$ cat src/rtl/rst_seq_pkg.sv
// constants for the reset sequencer
package rst_seq_pkg;
    localparam int unsigned CLK_MHZ          = 200;
    localparam int unsigned STARTUP_CLOCKS   = 1024;
    localparam int unsigned OPTLOAD_NS       = 100;
    localparam int unsigned OPTLOAD_CYCLES   = (OPTLOAD_NS * CLK_MHZ + 999) / 1000;
    localparam int unsigned CNT_W            = 11;
    localparam logic [11:0] PC_RESET         = 12'h000;
    localparam logic [3:0]  SP_TOP           = 4'h0;
    localparam logic [2:0]  WDT_PRESCALE_RST = 3'b111;
    localparam logic [7:0]  TIMER0_CONTROL_RST        = 8'h08;
    localparam logic [5:0]  WATCHDOG_CONTROL_RST         = 6'h2A;
    localparam logic [7:0]  PORT_LATCH_RST   = 8'hFF;
    localparam logic [7:0]  PORT_DIR_RST     = 8'hFF;
    localparam logic [3:0]  REG_STATUS       = 4'h0;
    localparam logic [3:0]  REG_MASK         = 4'h1;
    localparam logic [3:0]  REG_FLAGS        = 4'h2;
    localparam int unsigned EV_PIN_RUN       = 0;
    localparam int unsigned EV_PIN_HALT      = 1;
    localparam int unsigned EV_WDT_RUN       = 2;
    localparam int unsigned EV_WDT_HALT      = 3;
    typedef enum logic [3:0] {
        ST_HOLD    = 4'b0001,
        ST_STARTUP = 4'b0010,
        ST_OPTLOAD = 4'b0100,
        ST_RUN     = 4'b1000
    } seq_state_t;
endpackage

$ cat src/rtl/mcu_reset_sequencer.sv
// reset sequencer: cause flags, start-up and option-load delays, initial values
`timescale 1ns/1ps
// How it works
// - pin reset running or halted, or watchdog timeout running, gives a full chip reset
// - watchdog timeout while halted clears only pc and sp
// - power-up clears both flags; pin-run keeps them; pin-wake gives 0,1
// - watchdog-run sets timeout_flag; watchdog-wake sets both flags
// - start-up timer holds execution 1024 clocks after any reset or wake
// - start-up delay runs inside reset; every halt wake-up starts it
// - option-load delay follows chip resets, never warm resets
// - chip reset: pc 000, interrupts off, prescaler clear, timers off, ports input
// - chip reset clears watchdog, which counts again after release
// - chip reset sets stack pointer to top of stack
// - non-warm reset loads documented initial register values; warm keeps them
// - flags readable so software can tell reset causes apart
// - powerdown_flag cleared by power-up and watchdog clear, set by halt
// - entering halt sets powerdown_flag and clears timeout_flag
// - watchdog timeout sets timeout_flag; watchdog halt wake resets only pc and sp
module mcu_reset_sequencer
    import rst_seq_pkg::*;
(
    input  wire logic        core_clk,
    input  wire logic        arst_n,
    input  wire logic        ext_reset_pin_n,
    input  wire logic        wdt_timeout,
    input  wire logic        halt_exec,
    input  wire logic        wdt_clear_exec,
    input  wire logic        wake_event,
    input  wire logic [3:0]  reg_addr,
    input  wire logic [7:0]  reg_wdata,
    input  wire logic        reg_wr,
    input  wire logic        reg_rd,
    output logic [7:0]       reg_rdata,
    output logic             irq,
    output logic             halted,
    output logic             chip_reset,
    output logic             cpu_hold,
    output logic             pc_sp_clear,
    output logic             wdt_clear,
    output logic             int_disable,
    output logic             prescaler_clear,
    output logic             timers_off,
    output logic             ports_input,
    output logic             timeout_flag,
    output logic             powerdown_flag,
    output logic [11:0]      pc_reset_value,
    output logic [3:0]       sp_reset_value,
    output logic [2:0]       watchdog_prescale_select,
    output logic [7:0]       timer0_control,
    output logic [5:0]       watchdog_control,
    output logic [7:0]       io_port_latch,
    output logic [7:0]       io_port_direction
);
    import rst_seq_pkg::*;

    logic       pin_s1_q;
    logic       pin_s2_q;
    logic       wdt_s1_q;
    logic       wdt_s2_q;
    logic       wdt_prev_q;
    seq_state_t state_q;
    seq_state_t state_d;
    logic [CNT_W-1:0] cnt_q;
    logic [CNT_W-1:0] cnt_d;
    logic [3:0] status_q;
    logic [3:0] mask_q;

    // pin and watchdog come from outside this clock domain
    always_ff @(posedge core_clk or negedge arst_n)
    begin
        if (!arst_n)
        begin
            pin_s1_q   <= 1'b0;
            pin_s2_q   <= 1'b0;
            wdt_s1_q   <= 1'b0;
            wdt_s2_q   <= 1'b0;
            wdt_prev_q <= 1'b0;
        end
        else
        begin
            pin_s1_q   <= ext_reset_pin_n;
            pin_s2_q   <= pin_s1_q;
            wdt_s1_q   <= wdt_timeout;
            wdt_s2_q   <= wdt_s1_q;
            wdt_prev_q <= wdt_s2_q;
        end
    end

    wire pin_low   = !pin_s2_q;
    wire wdt_rise  = wdt_s2_q && !wdt_prev_q;
    wire running   = (state_q == ST_RUN) && !halted;
    // pin wins over the watchdog in the same cycle
    wire ev_pin_run  = pin_low && running;
    wire ev_pin_halt = pin_low && halted;
    wire ev_wdt_run  = !pin_low && wdt_rise && running;
    wire ev_wdt_halt = !pin_low && wdt_rise && halted;
    wire ev_wake     = !pin_low && !wdt_rise && halted && wake_event;
    wire full_reset  = ev_pin_run || ev_pin_halt || ev_wdt_run;
    wire startup_last = (state_q == ST_STARTUP) && (cnt_q == CNT_W'(STARTUP_CLOCKS - 1));
    wire optload_last = (state_q == ST_OPTLOAD) && (cnt_q == CNT_W'(OPTLOAD_CYCLES - 1));
    logic warm_q;

    always_comb
    begin
        state_d = state_q;
        cnt_d   = cnt_q + CNT_W'(1);
        case (state_q)
            ST_HOLD:
            begin
                cnt_d = '0;
                if (!pin_low)
                    state_d = ST_STARTUP;
            end
            ST_STARTUP:
                if (startup_last)
                begin
                    cnt_d   = '0;
                    state_d = warm_q ? ST_RUN : ST_OPTLOAD;
                end
            ST_OPTLOAD:
                if (optload_last)
                begin
                    cnt_d   = '0;
                    state_d = ST_RUN;
                end
            default:
                cnt_d = '0;
        endcase
        if (pin_low)
        begin
            state_d = ST_HOLD;
            cnt_d   = '0;
        end
        else if (ev_wdt_run)
        begin
            state_d = ST_STARTUP;
            cnt_d   = '0;
        end
        else if (ev_wdt_halt || ev_wake)
        begin
            state_d = ST_STARTUP;
            cnt_d   = '0;
        end
    end

    always_ff @(posedge core_clk or negedge arst_n)
    begin
        if (!arst_n)
        begin
            state_q <= ST_HOLD;
            cnt_q   <= '0;
            warm_q  <= 1'b0;
        end
        else
        begin
            state_q <= state_d;
            cnt_q   <= cnt_d;
            // a pin held low during a warm start-up still makes a chip reset
            if (full_reset || pin_low)
                warm_q <= 1'b0;
            else if (ev_wdt_halt || ev_wake)
                warm_q <= 1'b1;
        end
    end

    // halt status and cause flags; power-up state is the async reset value
    always_ff @(posedge core_clk or negedge arst_n)
    begin
        if (!arst_n)
        begin
            halted         <= 1'b0;
            timeout_flag   <= 1'b0;
            powerdown_flag <= 1'b0;
        end
        else
        begin
            if (ev_pin_halt)
            begin
                halted         <= 1'b0;
                timeout_flag   <= 1'b0;
                powerdown_flag <= 1'b1;
            end
            else if (ev_wdt_halt)
            begin
                halted         <= 1'b0;
                timeout_flag   <= 1'b1;
                powerdown_flag <= 1'b1;
            end
            else if (ev_wdt_run)
                timeout_flag <= 1'b1;
            else if (ev_wake)
                halted <= 1'b0;
            else if (running && halt_exec)
            begin
                halted         <= 1'b1;
                powerdown_flag <= 1'b1;
                timeout_flag   <= 1'b0;
            end
            else if (running && wdt_clear_exec)
                powerdown_flag <= 1'b0;
        end
    end

    wire in_seq   = (state_q != ST_RUN);
    wire chip_seq = in_seq && !warm_q;
    wire load_init = full_reset || (state_q == ST_HOLD);

    // reset strobes and initial values, all registered
    always_ff @(posedge core_clk or negedge arst_n)
    begin
        if (!arst_n)
        begin
            chip_reset               <= 1'b1;
            cpu_hold                 <= 1'b1;
            pc_sp_clear              <= 1'b1;
            wdt_clear                <= 1'b1;
            int_disable              <= 1'b1;
            prescaler_clear          <= 1'b1;
            timers_off               <= 1'b1;
            ports_input              <= 1'b1;
            pc_reset_value           <= PC_RESET;
            sp_reset_value           <= SP_TOP;
            watchdog_prescale_select <= WDT_PRESCALE_RST;
            timer0_control           <= TIMER0_CONTROL_RST;
            watchdog_control         <= WATCHDOG_CONTROL_RST;
            io_port_latch            <= PORT_LATCH_RST;
            io_port_direction        <= PORT_DIR_RST;
        end
        else
        begin
            chip_reset      <= pin_low || full_reset || (chip_seq && state_d != ST_RUN);
            cpu_hold        <= state_d != ST_RUN;
            // a plain wake resumes at the next instruction, so pc and sp stay
            pc_sp_clear     <= state_d != ST_RUN && (pin_low || full_reset || chip_seq || ev_wdt_halt);
            wdt_clear       <= pin_low || full_reset || chip_seq;
            int_disable     <= pin_low || full_reset || chip_seq;
            prescaler_clear <= pin_low || full_reset || chip_seq;
            timers_off      <= pin_low || full_reset || chip_seq;
            ports_input     <= pin_low || full_reset || chip_seq;
            if (load_init)
            begin
                pc_reset_value           <= PC_RESET;
                sp_reset_value           <= SP_TOP;
                watchdog_prescale_select <= WDT_PRESCALE_RST;
                timer0_control           <= TIMER0_CONTROL_RST;
                watchdog_control         <= WATCHDOG_CONTROL_RST;
                io_port_latch            <= PORT_LATCH_RST;
                io_port_direction        <= PORT_DIR_RST;
            end
        end
    end

    // event status, write one to clear; a new event beats the clear
    wire [3:0] ev_vec = {ev_wdt_halt, ev_wdt_run, ev_pin_halt, ev_pin_run};
    wire       wr_status = reg_wr && (reg_addr == REG_STATUS);
    wire       wr_mask   = reg_wr && (reg_addr == REG_MASK);
    wire [7:0] rd_mux =
        (reg_addr == REG_STATUS) ? {4'h0, status_q} :
        (reg_addr == REG_MASK)   ? {4'h0, mask_q} :
        (reg_addr == REG_FLAGS)  ? {5'h00, halted, powerdown_flag, timeout_flag} :
                                   8'h00;

    always_ff @(posedge core_clk or negedge arst_n)
    begin
        if (!arst_n)
        begin
            status_q  <= 4'h0;
            mask_q    <= 4'h0;
            reg_rdata <= 8'h00;
            irq       <= 1'b0;
        end
        else
        begin
            status_q  <= (status_q & ~(wr_status ? reg_wdata[3:0] : 4'h0)) | ev_vec;
            if (wr_mask)
                mask_q <= reg_wdata[3:0];
            reg_rdata <= reg_rd ? rd_mux : 8'h00;
            irq       <= |(((status_q & ~(wr_status ? reg_wdata[3:0] : 4'h0)) | ev_vec) & mask_q);
        end
    end

    a_startup_length: assert property (@(posedge core_clk) disable iff (!arst_n)
        $rose(state_q == ST_STARTUP) && !pin_low |-> (state_q == ST_STARTUP) [*8])
        else $error("startup window ended too soon");
    a_warm_skips_opt: assert property (@(posedge core_clk) disable iff (!arst_n)
        (state_q == ST_STARTUP) && warm_q && startup_last && !pin_low |=> state_q == ST_RUN)
        else $error("warm reset took option load delay");
    a_chip_takes_opt: assert property (@(posedge core_clk) disable iff (!arst_n)
        startup_last && !warm_q && !pin_low |=> state_q == ST_OPTLOAD)
        else $error("chip reset skipped option load");
    a_pin_holds: assert property (@(posedge core_clk) disable iff (!arst_n)
        pin_low |=> state_q == ST_HOLD ##1 chip_reset)
        else $error("pin low did not hold reset");
    a_wdt_halt_flags: assert property (@(posedge core_clk) disable iff (!arst_n)
        ev_wdt_halt |=> timeout_flag && powerdown_flag && !halted)
        else $error("watchdog wake flags wrong");
    a_pin_wake_flags: assert property (@(posedge core_clk) disable iff (!arst_n)
        ev_pin_halt |=> !timeout_flag && powerdown_flag)
        else $error("pin wake flags wrong");
    a_halt_flags: assert property (@(posedge core_clk) disable iff (!arst_n)
        running && halt_exec && !pin_low && !wdt_rise |=> halted && powerdown_flag && !timeout_flag)
        else $error("halt entry flags wrong");
    a_warm_keeps_regs: assert property (@(posedge core_clk) disable iff (!arst_n)
        ev_wdt_halt |=> $stable(io_port_direction) && $stable(timer0_control))
        else $error("warm reset changed registers");
    a_chip_loads_init: assert property (@(posedge core_clk) disable iff (!arst_n)
        full_reset |=> io_port_direction == PORT_DIR_RST && watchdog_control == WATCHDOG_CONTROL_RST)
        else $error("chip reset missed initial values");
endmodule

$ cat config.mk
export PLATFORM = sky130hd
export DESIGN_NAME = mcu_reset_sequencer
export DESIGN_NICKNAME = d
export VERILOG_FILES = /design/src/rtl/rst_seq_pkg.sv /design/src/rtl/mcu_reset_sequencer.sv
export SDC_FILE = /design/constraint.sdc
export NUM_CORES = 1
export LEC_CHECK = 0
export ABC_AREA = 1
export BUFFER_PORTS_ARGS = -buffer_cell sky130_fd_sc_hd__buf_2
export CAP_MARGIN = 30
export CORE_ASPECT_RATIO = 1.4
export CORE_MARGIN = 2
export CORE_UTILIZATION = 35
export CTS_BUF_LIST = sky130_fd_sc_hd__clkbuf_8
export DETAILED_ROUTE_END_ITERATION = 8
export PLACE_DENSITY_LB_ADDON = 0.1
export SLEW_MARGIN = 20
export SYNTH_ARGS = -nofsm -noshare
export SYNTH_HDL_FRONTEND = slang
export SYNTH_SLANG_ARGS = --single-unit
$ cat constraint.sdc
create_clock -name core_clk -period 1.5 [get_ports core_clk]
set_clock_uncertainty 0.05 [all_clocks]
set_input_delay 0.075 -clock core_clk [delete_from_list [all_inputs] [get_ports core_clk]]
set_output_delay 0.075 -clock core_clk [all_outputs]
set_load 0.005 [all_outputs]
# After elaboration in Yosys (flattened, before gate mapping)
# Index checks and enable logic that the tools add are counted.
# Widths: inputs -> output; s select.
# op_classes
n_reduce_logical	40
muxes	36
n_eq_ne	13
n_bitwise	4
add_sub_neg	1
# ops
cell	count
$mux 11	5
$mux 4	10
$pmux 11 s2	1
$logic_and 1x1->1	19
$mux 1	18
$ne 4x4->1 const B	3
$pmux 4 s3	1
$reduce_bool 4->1	3
$add 11x1->11 const B	1
$eq 11x10->1 const B	1
$eq 11x5->1 const B	1
$and 4x4->4	2
$eq 4x1->1 const B	2
$eq 4x2->1 const B	2
$logic_or 1x1->1	7
$logic_not 1->1	5
$eq 4x3->1 const B	1
$eq 4x4->1 const B	1
$logic_not 4->1	1
$not 4->4	1
$or 4x4->4	1
$reduce_and 2->1	2
$reduce_or 4->1	1
$mux 3	1
other kinds (4)	4
# word_totals
regBits	41
elab_cells	113
out_inout_bits	69

# Depth between registers and ports, before layout
# Gate-level depths: netlist (run 1).
# depth
ltp_word	13
depth_mapped	11
ltp_nobuf	11

# Worst setup path after synthesis (run 1)
# No wires, ideal clock.
# synth_path
path_type	reg-to-reg
from	reg cnt_q[0]
to	reg cnt_q[9]
path_stages_with_launch	10
setup_slack_ns	0.004
t_arrival_ns	1.325
required_ns	1.329
period_less_slack_ns	1.496
path_buffers	1
path_cell_list	dfrtp_1 -> ha_1 -> nand2_1 -> nor2_4 -> nand2_4 -> o21bai_4 -> nand2_1 -> nand2_2 -> buf_6 -> nor2_2
# synth_between
elab_chain_cells	7
# synth_rtl
item	line	rtl
start, declared	mcu_reset_sequencer.sv:63	logic [CNT_W-1:0] cnt_q;
start signal, assigned	mcu_reset_sequencer.sv:157	cnt_q <= cnt_d;
branches (longest 3 deep; another with $add 11x1->11)	-	
$pmux 11 s2 (*)	mcu_reset_sequencer.sv:107	case (state_q)
$mux 11 (*)	mcu_reset_sequencer.sv:139	else if (ev_wdt_halt || ev_wake)
$mux 11 (*)	mcu_reset_sequencer.sv:134	else if (ev_wdt_run)
$mux 11 (*)	mcu_reset_sequencer.sv:129	if (pin_low)
net cnt_d[9]	mcu_reset_sequencer.sv:64	logic [CNT_W-1:0] cnt_d;
# Mark *: on every way through the listed nets, which the timed path passes.
# A chain may end at the register's enable or synchronous reset.

# Final worst setup path (run 1)
# layout_path
from	reg pin_s2_q
to	reg cnt_q[5]
# layout_between
elab_chain_cells	7
# layout_rtl
item	line	rtl
start, declared	mcu_reset_sequencer.sv:57	logic pin_s2_q;
start signal, assigned	mcu_reset_sequencer.sv:82	pin_s2_q <= pin_s1_q;
$logic_and 1x1->1 (3 in a row)	mcu_reset_sequencer.sv:97	wire ev_wake = !pin_low && !wdt_rise && halted && wake_event;
$logic_or 1x1->1	mcu_reset_sequencer.sv:139	
$mux 11	mcu_reset_sequencer.sv:139	
$mux 11	mcu_reset_sequencer.sv:134	
$mux 11 (*)	mcu_reset_sequencer.sv:129	
net cnt_d[5]	mcu_reset_sequencer.sv:64	
# The timed path passes the listed nets; every way through them passes the cells marked *.

==> impl_metrics.toml, run 1 <==
[outcome]
outcome = "complete, but fails checks"
violations = "setup timing"

[critical_path]
reg2reg_from = "pin_s2_q$_DFF_PN0_"
crit-reg2reg-capture = "cnt_q[5]$_DFF_PN0_"
rr_worst_depth = 7
cp-end-kind = "flop"
cp-start-kind = "flop"
critPathKind = "reg2reg"
path_max_fanout = 6
reg2reg_slack_ns = -0.05
arrival_ns = 1.71
cp_data_required_time_ns = 1.67

[floorplanning]
core_um2 = 6940
dieArea_um2 = 7870
initial_core_util = 0.361
die_x_um = 75.5
fp-row-count = 36
io_pins = 90
die_y_um = 104

[drt]
route.detailed.drc = 0
dr.pass1.iters = 4
drt-vias-per-instance = 4.18
drt-total-wl_mm = 5.01
drt_iter0_markers = 59
vias = 1957
wl_per_cell_um = 10.7
ant_nets = 0

[timing]
hold_violations = 0
worst_slack_ns = -0.0472
period_share = 1.03
setup_viol_count_final = 9
slew_violations = 0
relSlewSlack = 0.642
worst_pin_slew_ns = 0.536
period_needed_ns = 1.55
holdWs_ns = 0.00692
max_freq_mhz = 646
rsz0062_at_grt = "true"

[min_path]
hold_class = "in2reg"
hp-start = "reg_rd"
hold_depth = 3
hold-path-endpoint = "reg_rdata[1]$_DFF_PN0_"

[power_and_ir_drop]
power.density_nw_per_um2 = 1160
p_switching_uw = 1270
power.share.switching = 0.358
clockPowerShare = 0.202
p_int_uw = 2280
pwr-share-comb = 0.378
leakage_uw = 0.00154
seq_power_share = 0.420
irDropWorstVdd_uv = 506

[finish]
diodes = 0
drive_above_1_share = 0.389
stdcell_count = 468
synthToLayoutAreaGrowth_pct = 22.3
final_net_count = 394
utilization = 0.442

[global_route]
grt_pass1_wl_mm = 8.07
grt-ovfl-total = 0
grt_pass1_vias = 1847
antenna_found_initial = 0
grt_max_degree = 42
track_usage = 0.131

[logic_synthesis]
synth_edf_count = 0
yosysTopAreaCellShare = 0.359
synth_area_leaders = "dfrtp_1 (36%), buf_4 (17%), nand2_1 (6.6%), dfstp_2 (5.2%), nor2_1 (4.5%)"
ys_ff_latch = 41
synth_area_um2 = 2510
synth_warnings = 0
async_flop_share = 1.00
synth_cells = 298
yosys.area.top_type = "dfrtp_1"
synthFlopType = "dfrtp_1"
yosysSeqAreaShare = 0.412
synth_cell_types = 30
syn_avg_cell_area_um2 = 8.41

[clocking]
htreeDepth = 2
cts-root-buf = "clkbuf_8"
cts_buffers = 5
clk_pin_slew_worst_paths_ns = 0.08
tritoncts = "done"
cts.sinks = 41
clockBufferDepth = 2
clock_insertion_delay_worst_skew_ns = 0.29

[placed_design]
gp_congestion = 0.807
io_buffers = 32
hpwl_mm = 3.75
place_inst = 450

[job]
drv_cap = 0
layout make-up:
type | count | area (µm²)
fillers | 746 | 3870
multi-input cells | 217 | 1210
flip-flops and latches | 41 | 1040
repair buffers | 74 | 489
inverters | 33 | 124
well taps | 95 | 119
clock buffers | 5 | 68.8
clock inverters | 3 | 17.5
per-layer routing:
layer  GRT usage  vias to the layer above  part of all wire
met5           0                        -                 0
met4      0.0564                        0             0.023
met3      0.0242                       10             0.049
met2       0.218                       59              0.52
met1       0.160                      905              0.41
li1            -                      983                 -
what timing repair did:
item | in CTS | in global routing
resized for setup | 17 | 16
setup endpoints to repair | 15 | 17
buffers inserted | 1 | 4
endpoints found under the hold margin | 38 | 1
hold buffers | 3 | 1
pin swaps | 4 | 11
gates cloned | 1 | 0
how the worst max path moves through the flow:
| stage | start | endpoint | slack (ns) |
|---|---|---|---|
| final | pin_s2_q$_DFF_PN0_ | cnt_q[5]$_DFF_PN0_ | -0.05 |
| after global routing | halted$_DFFE_PN0P_ | cnt_q[5]$_DFF_PN0_ | -0.18 |
| after CTS | cnt_q[0]$_DFF_PN0_ | chip_reset$_DFF_PN1_ | -0.05 |
| after detailed placement | state_q[0]$_DFF_PN1_ | cnt_q[2]$_DFF_PN0_ | -0.14 |
| after global placement | state_q[3]$_DFF_PN0_ | chip_reset$_DFF_PN1_ | -0.08 |
| after floorplan | cnt_q[0]$_DFF_PN0_ | cnt_q[9]$_DFF_PN0_ | 0.004 |
worst max-delay path, cell delays in order, from the launching register on:
cell and delay [ns]:
dfrtp_2 0.46, nand3_4 0.13, nor2_4 0.04, nor2_2 0.19, nand3_4 0.12, a21oi_4 0.17, nand2_4 0.12, nor3_2 0.18
synthesized netlist by cell type, types with 4 or more instances:
cell type,count
nand3_2,5
nand2_1,44
inv_2,5
inv_1,28
buf_4,57
nand4_1,5
nand3_1,17
a31oi_1,7
o21ai_0,11
nand2_2,4
nor2_2,14
nor2_1,30
dfstp_2,5
dfrtp_1,36
through the flow:
stage	setup WS (ns)	TNS, ns	total power, µW	cell area [µm²]
global route	-0.184	-1.78	3830	3070
detailed placement	-0.140	-1.04	2630	2780
finish	-0.0472	-0.236	3550	3070
CTS	-0.0503	-0.257	3480	2980
global placement	-0.0778	-0.535	2620	2780
floorplan	0.00396	0	2220	2700
power by group through the flow:
stage | clock network [µW] | logic (µW) | registers, µW
after global routing | 792 | 1510 | 1530
after global placement | 0 | 1130 | 1500
final | 718 | 1340 | 1490
after detailed placement | 0 | 1130 | 1500
after floorplan | 0 | 730 | 1490
after CTS | 757 | 1230 | 1490
layout by cell type, fill, tap and decap left out, drive strengths merged:
| cell type | Yosys | layout |
|---|---|---|
| a21oi | 4 | 4 |
| xor2 | 2 | 2 |
| ha | 1 | 1 |
| nand2 | 49 | 50 |
| nand3 | 23 | 23 |
| xnor2 | 2 | 2 |
| inv | 33 | 33 |
| buf | 59 | 70 |
| clkbuf | 0 | 5 |
| clkinvlp | 0 | 1 |
| o21ai | 15 | 15 |
| nand4 | 5 | 5 |
| nor3 | 7 | 7 |
| dfstp | 5 | 5 |
| dlygate4sd3 | 0 | 4 |
| conb | 2 | 53 |
| a31oi | 7 | 7 |
| nor2 | 47 | 47 |
| clkinv | 0 | 2 |
| o21bai | 1 | 1 |
| dfrtp | 36 | 36 |
flip-flops by register name, indices dropped and copies added, names as in the netlist, 4 cells and up:
name       count
mask_q         4
state_q        4
cnt_q         11
reg_rdata      4
status_q       4
cell families (layout without fill, tap and decap cells):
logic type	after synthesis	count (layout)	synth area share
fa+ha+maj	1	1	0.00499
compound gates	27	27	0.0659
buf+inv	92	115	0.229
flops	41	41	0.412
xor+xnor	4	4	0.0140
simple gates	131	132	0.271
other cells	2	53	0.00300
Power figures use the tool's default switching activity.
==> inputs of run 2 (changes only) <==
BUFFER_PORTS_ARGS = -buffer_cell sky130_fd_sc_hd__buf_4   (was -buffer_cell sky130_fd_sc_hd__buf_2)
==> impl_metrics.toml, run 2 (same netlist as run 1, synthesis figures left out) <==
[clocking]
cts_buffers = 5
cts.sinks = 41
clk_pin_slew_worst_paths_ns = 0.09
clockBufferDepth = 2
cts-root-buf = "clkbuf_8"
clock_insertion_delay_worst_skew_ns = 0.30
tritoncts = "done"
htreeDepth = 2

[power_and_ir_drop]
pwr-share-comb = 0.351
power.density_nw_per_um2 = 1190
p_int_uw = 2460
irDropWorstVdd_uv = 428
leakage_uw = 0.00155
finalPower_uw = 3690
seq_power_share = 0.402
power.share.switching = 0.335
clockPowerShare = 0.247
p_switching_uw = 1240

[drt]
wl_per_cell_um = 10.5
vias = 1907
route.detailed.drc = 0
dr.pass1.iters = 4
drt_iter0_markers = 57
drt-total-wl_mm = 4.85
drt-vias-per-instance = 4.15
ant_nets = 0

[timing]
period_share = 1.04
period_needed_ns = 1.56
slew_violations = 0
worst_slack_ns = -0.0592
setup_viol_count_final = 14
hold_violations = 0
worst_pin_slew_ns = 0.521
max_freq_mhz = 641
relSlewSlack = 0.653
rsz0062_at_grt = "true"

[floorplanning]
die_y_um = 104
fp-row-count = 36
io_pins = 90
dieArea_um2 = 7870
core_um2 = 6940
die_x_um = 75.5
initial_core_util = 0.361

[global_route]
grt_max_degree = 42
grt_pass1_vias = 1754
grt-ovfl-total = 0
track_usage = 0.130
grt_pass1_wl_mm = 7.92
antenna_found_initial = 0

[finish]
drive_above_1_share = 0.356
synthToLayoutAreaGrowth_pct = 24.2
post-route-cell-area_um2 = 3110
diodes = 0
largest_reg_flops = 11
top_register = "cnt_q"
final_net_count = 386
final_common_cell = "buf_4"
stdcell_count = 460
final_cell_mix = "buf_4 (60), conb_1 (53), nand2_1 (41), dfrtp_1 (32), nor2_1 (29)"

[placed_design]
post_dp_cell_area_um2 = 2850
place_inst = 446
hpwl_mm = 3.72
io_buffers = 32
gp_congestion = 0.761

[critical_path]
critPathKind = "reg2reg"
arrival_ns = 1.70
cp-end-kind = "flop"
cp-start-kind = "flop"
path_max_fanout = 5
cp_data_required_time_ns = 1.64

[job]
drv_cap = 0

[min_path]
hold_class = "in2reg"

[outcome]
violations = "setup timing"
outcome = "complete, but fails checks"
-- run 2: worst max-delay path, cell delays in order, from the launching register on --
cell	delay, ns
dfrtp_1	0.36
ha_2	0.19
nand2_2	0.07
nor2_4	0.12
nand2_4	0.08
o21bai_4	0.15
nand2_1	0.11
nand2_4	0.12
clkbuf_16	0.16
nor2_2	0.03
-- run 2: power by group through the flow --
| stage | Combinational (µW) | Sequential (µW) | Clock [µW] |
|---|---|---|---|
| 5_1_grt | 1450 | 1520 | 992 |
| 6_report | 1300 | 1480 | 911 |
| 4_1_cts | 1250 | 1480 | 944 |
| 3_3_place_gp | 1180 | 1500 | 0 |
| 2_1_floorplan | 730 | 1490 | 0 |
| 3_5_place_dp | 1190 | 1500 | 0 |
-- run 2: layer usage --
| layer | global-route usage | vias up | routed length (µm) |
|---|---|---|---|
| li1 | - | 961 | - |
| met1 | 0.165 | 886 | 2010 |
| met2 | 0.212 | 54 | 2520 |
| met3 | 0.0300 | 6 | 251 |
| met4 | 0.0414 | 0 | 70 |
| met5 | 0 | - | 0 |
-- run 2: timing repair --
item / CTS / global route
endpoints found under the setup margin: 15 / 18
hold buffers: 3 / 0
pin swaps: 5 / 4
endpoints found under the hold margin: 38 / 0
setup buffers: 2 / 0
gates cloned: 0 / 1
resized for setup: 10 / 11
-- run 2: cell type report --
class                   count  area [µm²]
clock buffers               5        68.8
clock inverters             3        46.3
fillers                   717        3820
inverters                  33         124
multi-input cells         216        1160
flip-flops and latches     41        1040
well taps                  95         119
repair buffers             67         557
-- run 2: path summary, 6_finish.rpt --
check                                         end                from  cells past startpoint  slack (ns)
max                            cnt_q[6]$_DFF_PN0_  cnt_q[0]$_DFF_PN0_                      9       -0.06
min                         mask_q[2]$_DFFE_PN0P_        reg_wdata[2]                      3     0.00007
max reg2reg                    cnt_q[6]$_DFF_PN0_  cnt_q[0]$_DFF_PN0_                      9       -0.06
min reg2reg                    wdt_s2_q$_DFF_PN0_  wdt_s1_q$_DFF_PN0_                      0        0.31
max in group asynchronous      pin_s2_q$_DFF_PN0_              arst_n                      2        0.77
min in group asynchronous  reg_rdata[0]$_DFF_PN0_              arst_n                      2        0.25
-- run 2: stage by stage --
step	util	setup slack (ns)	hold WS, ns	setup TNS, ns
3_3_place_gp	0.411	-0.0412	0.0548	-0.277
5_1_grt	0.449	-0.196	0.00738	-2.44
3_5_place_dp	0.411	-0.0730	0.0571	-0.490
4_1_cts	0.440	-0.0361	0.000573	-0.257
2_1_floorplan	-	0.00396	-0.271	0
6_report	0.449	-0.0592	0.0000699	-0.627
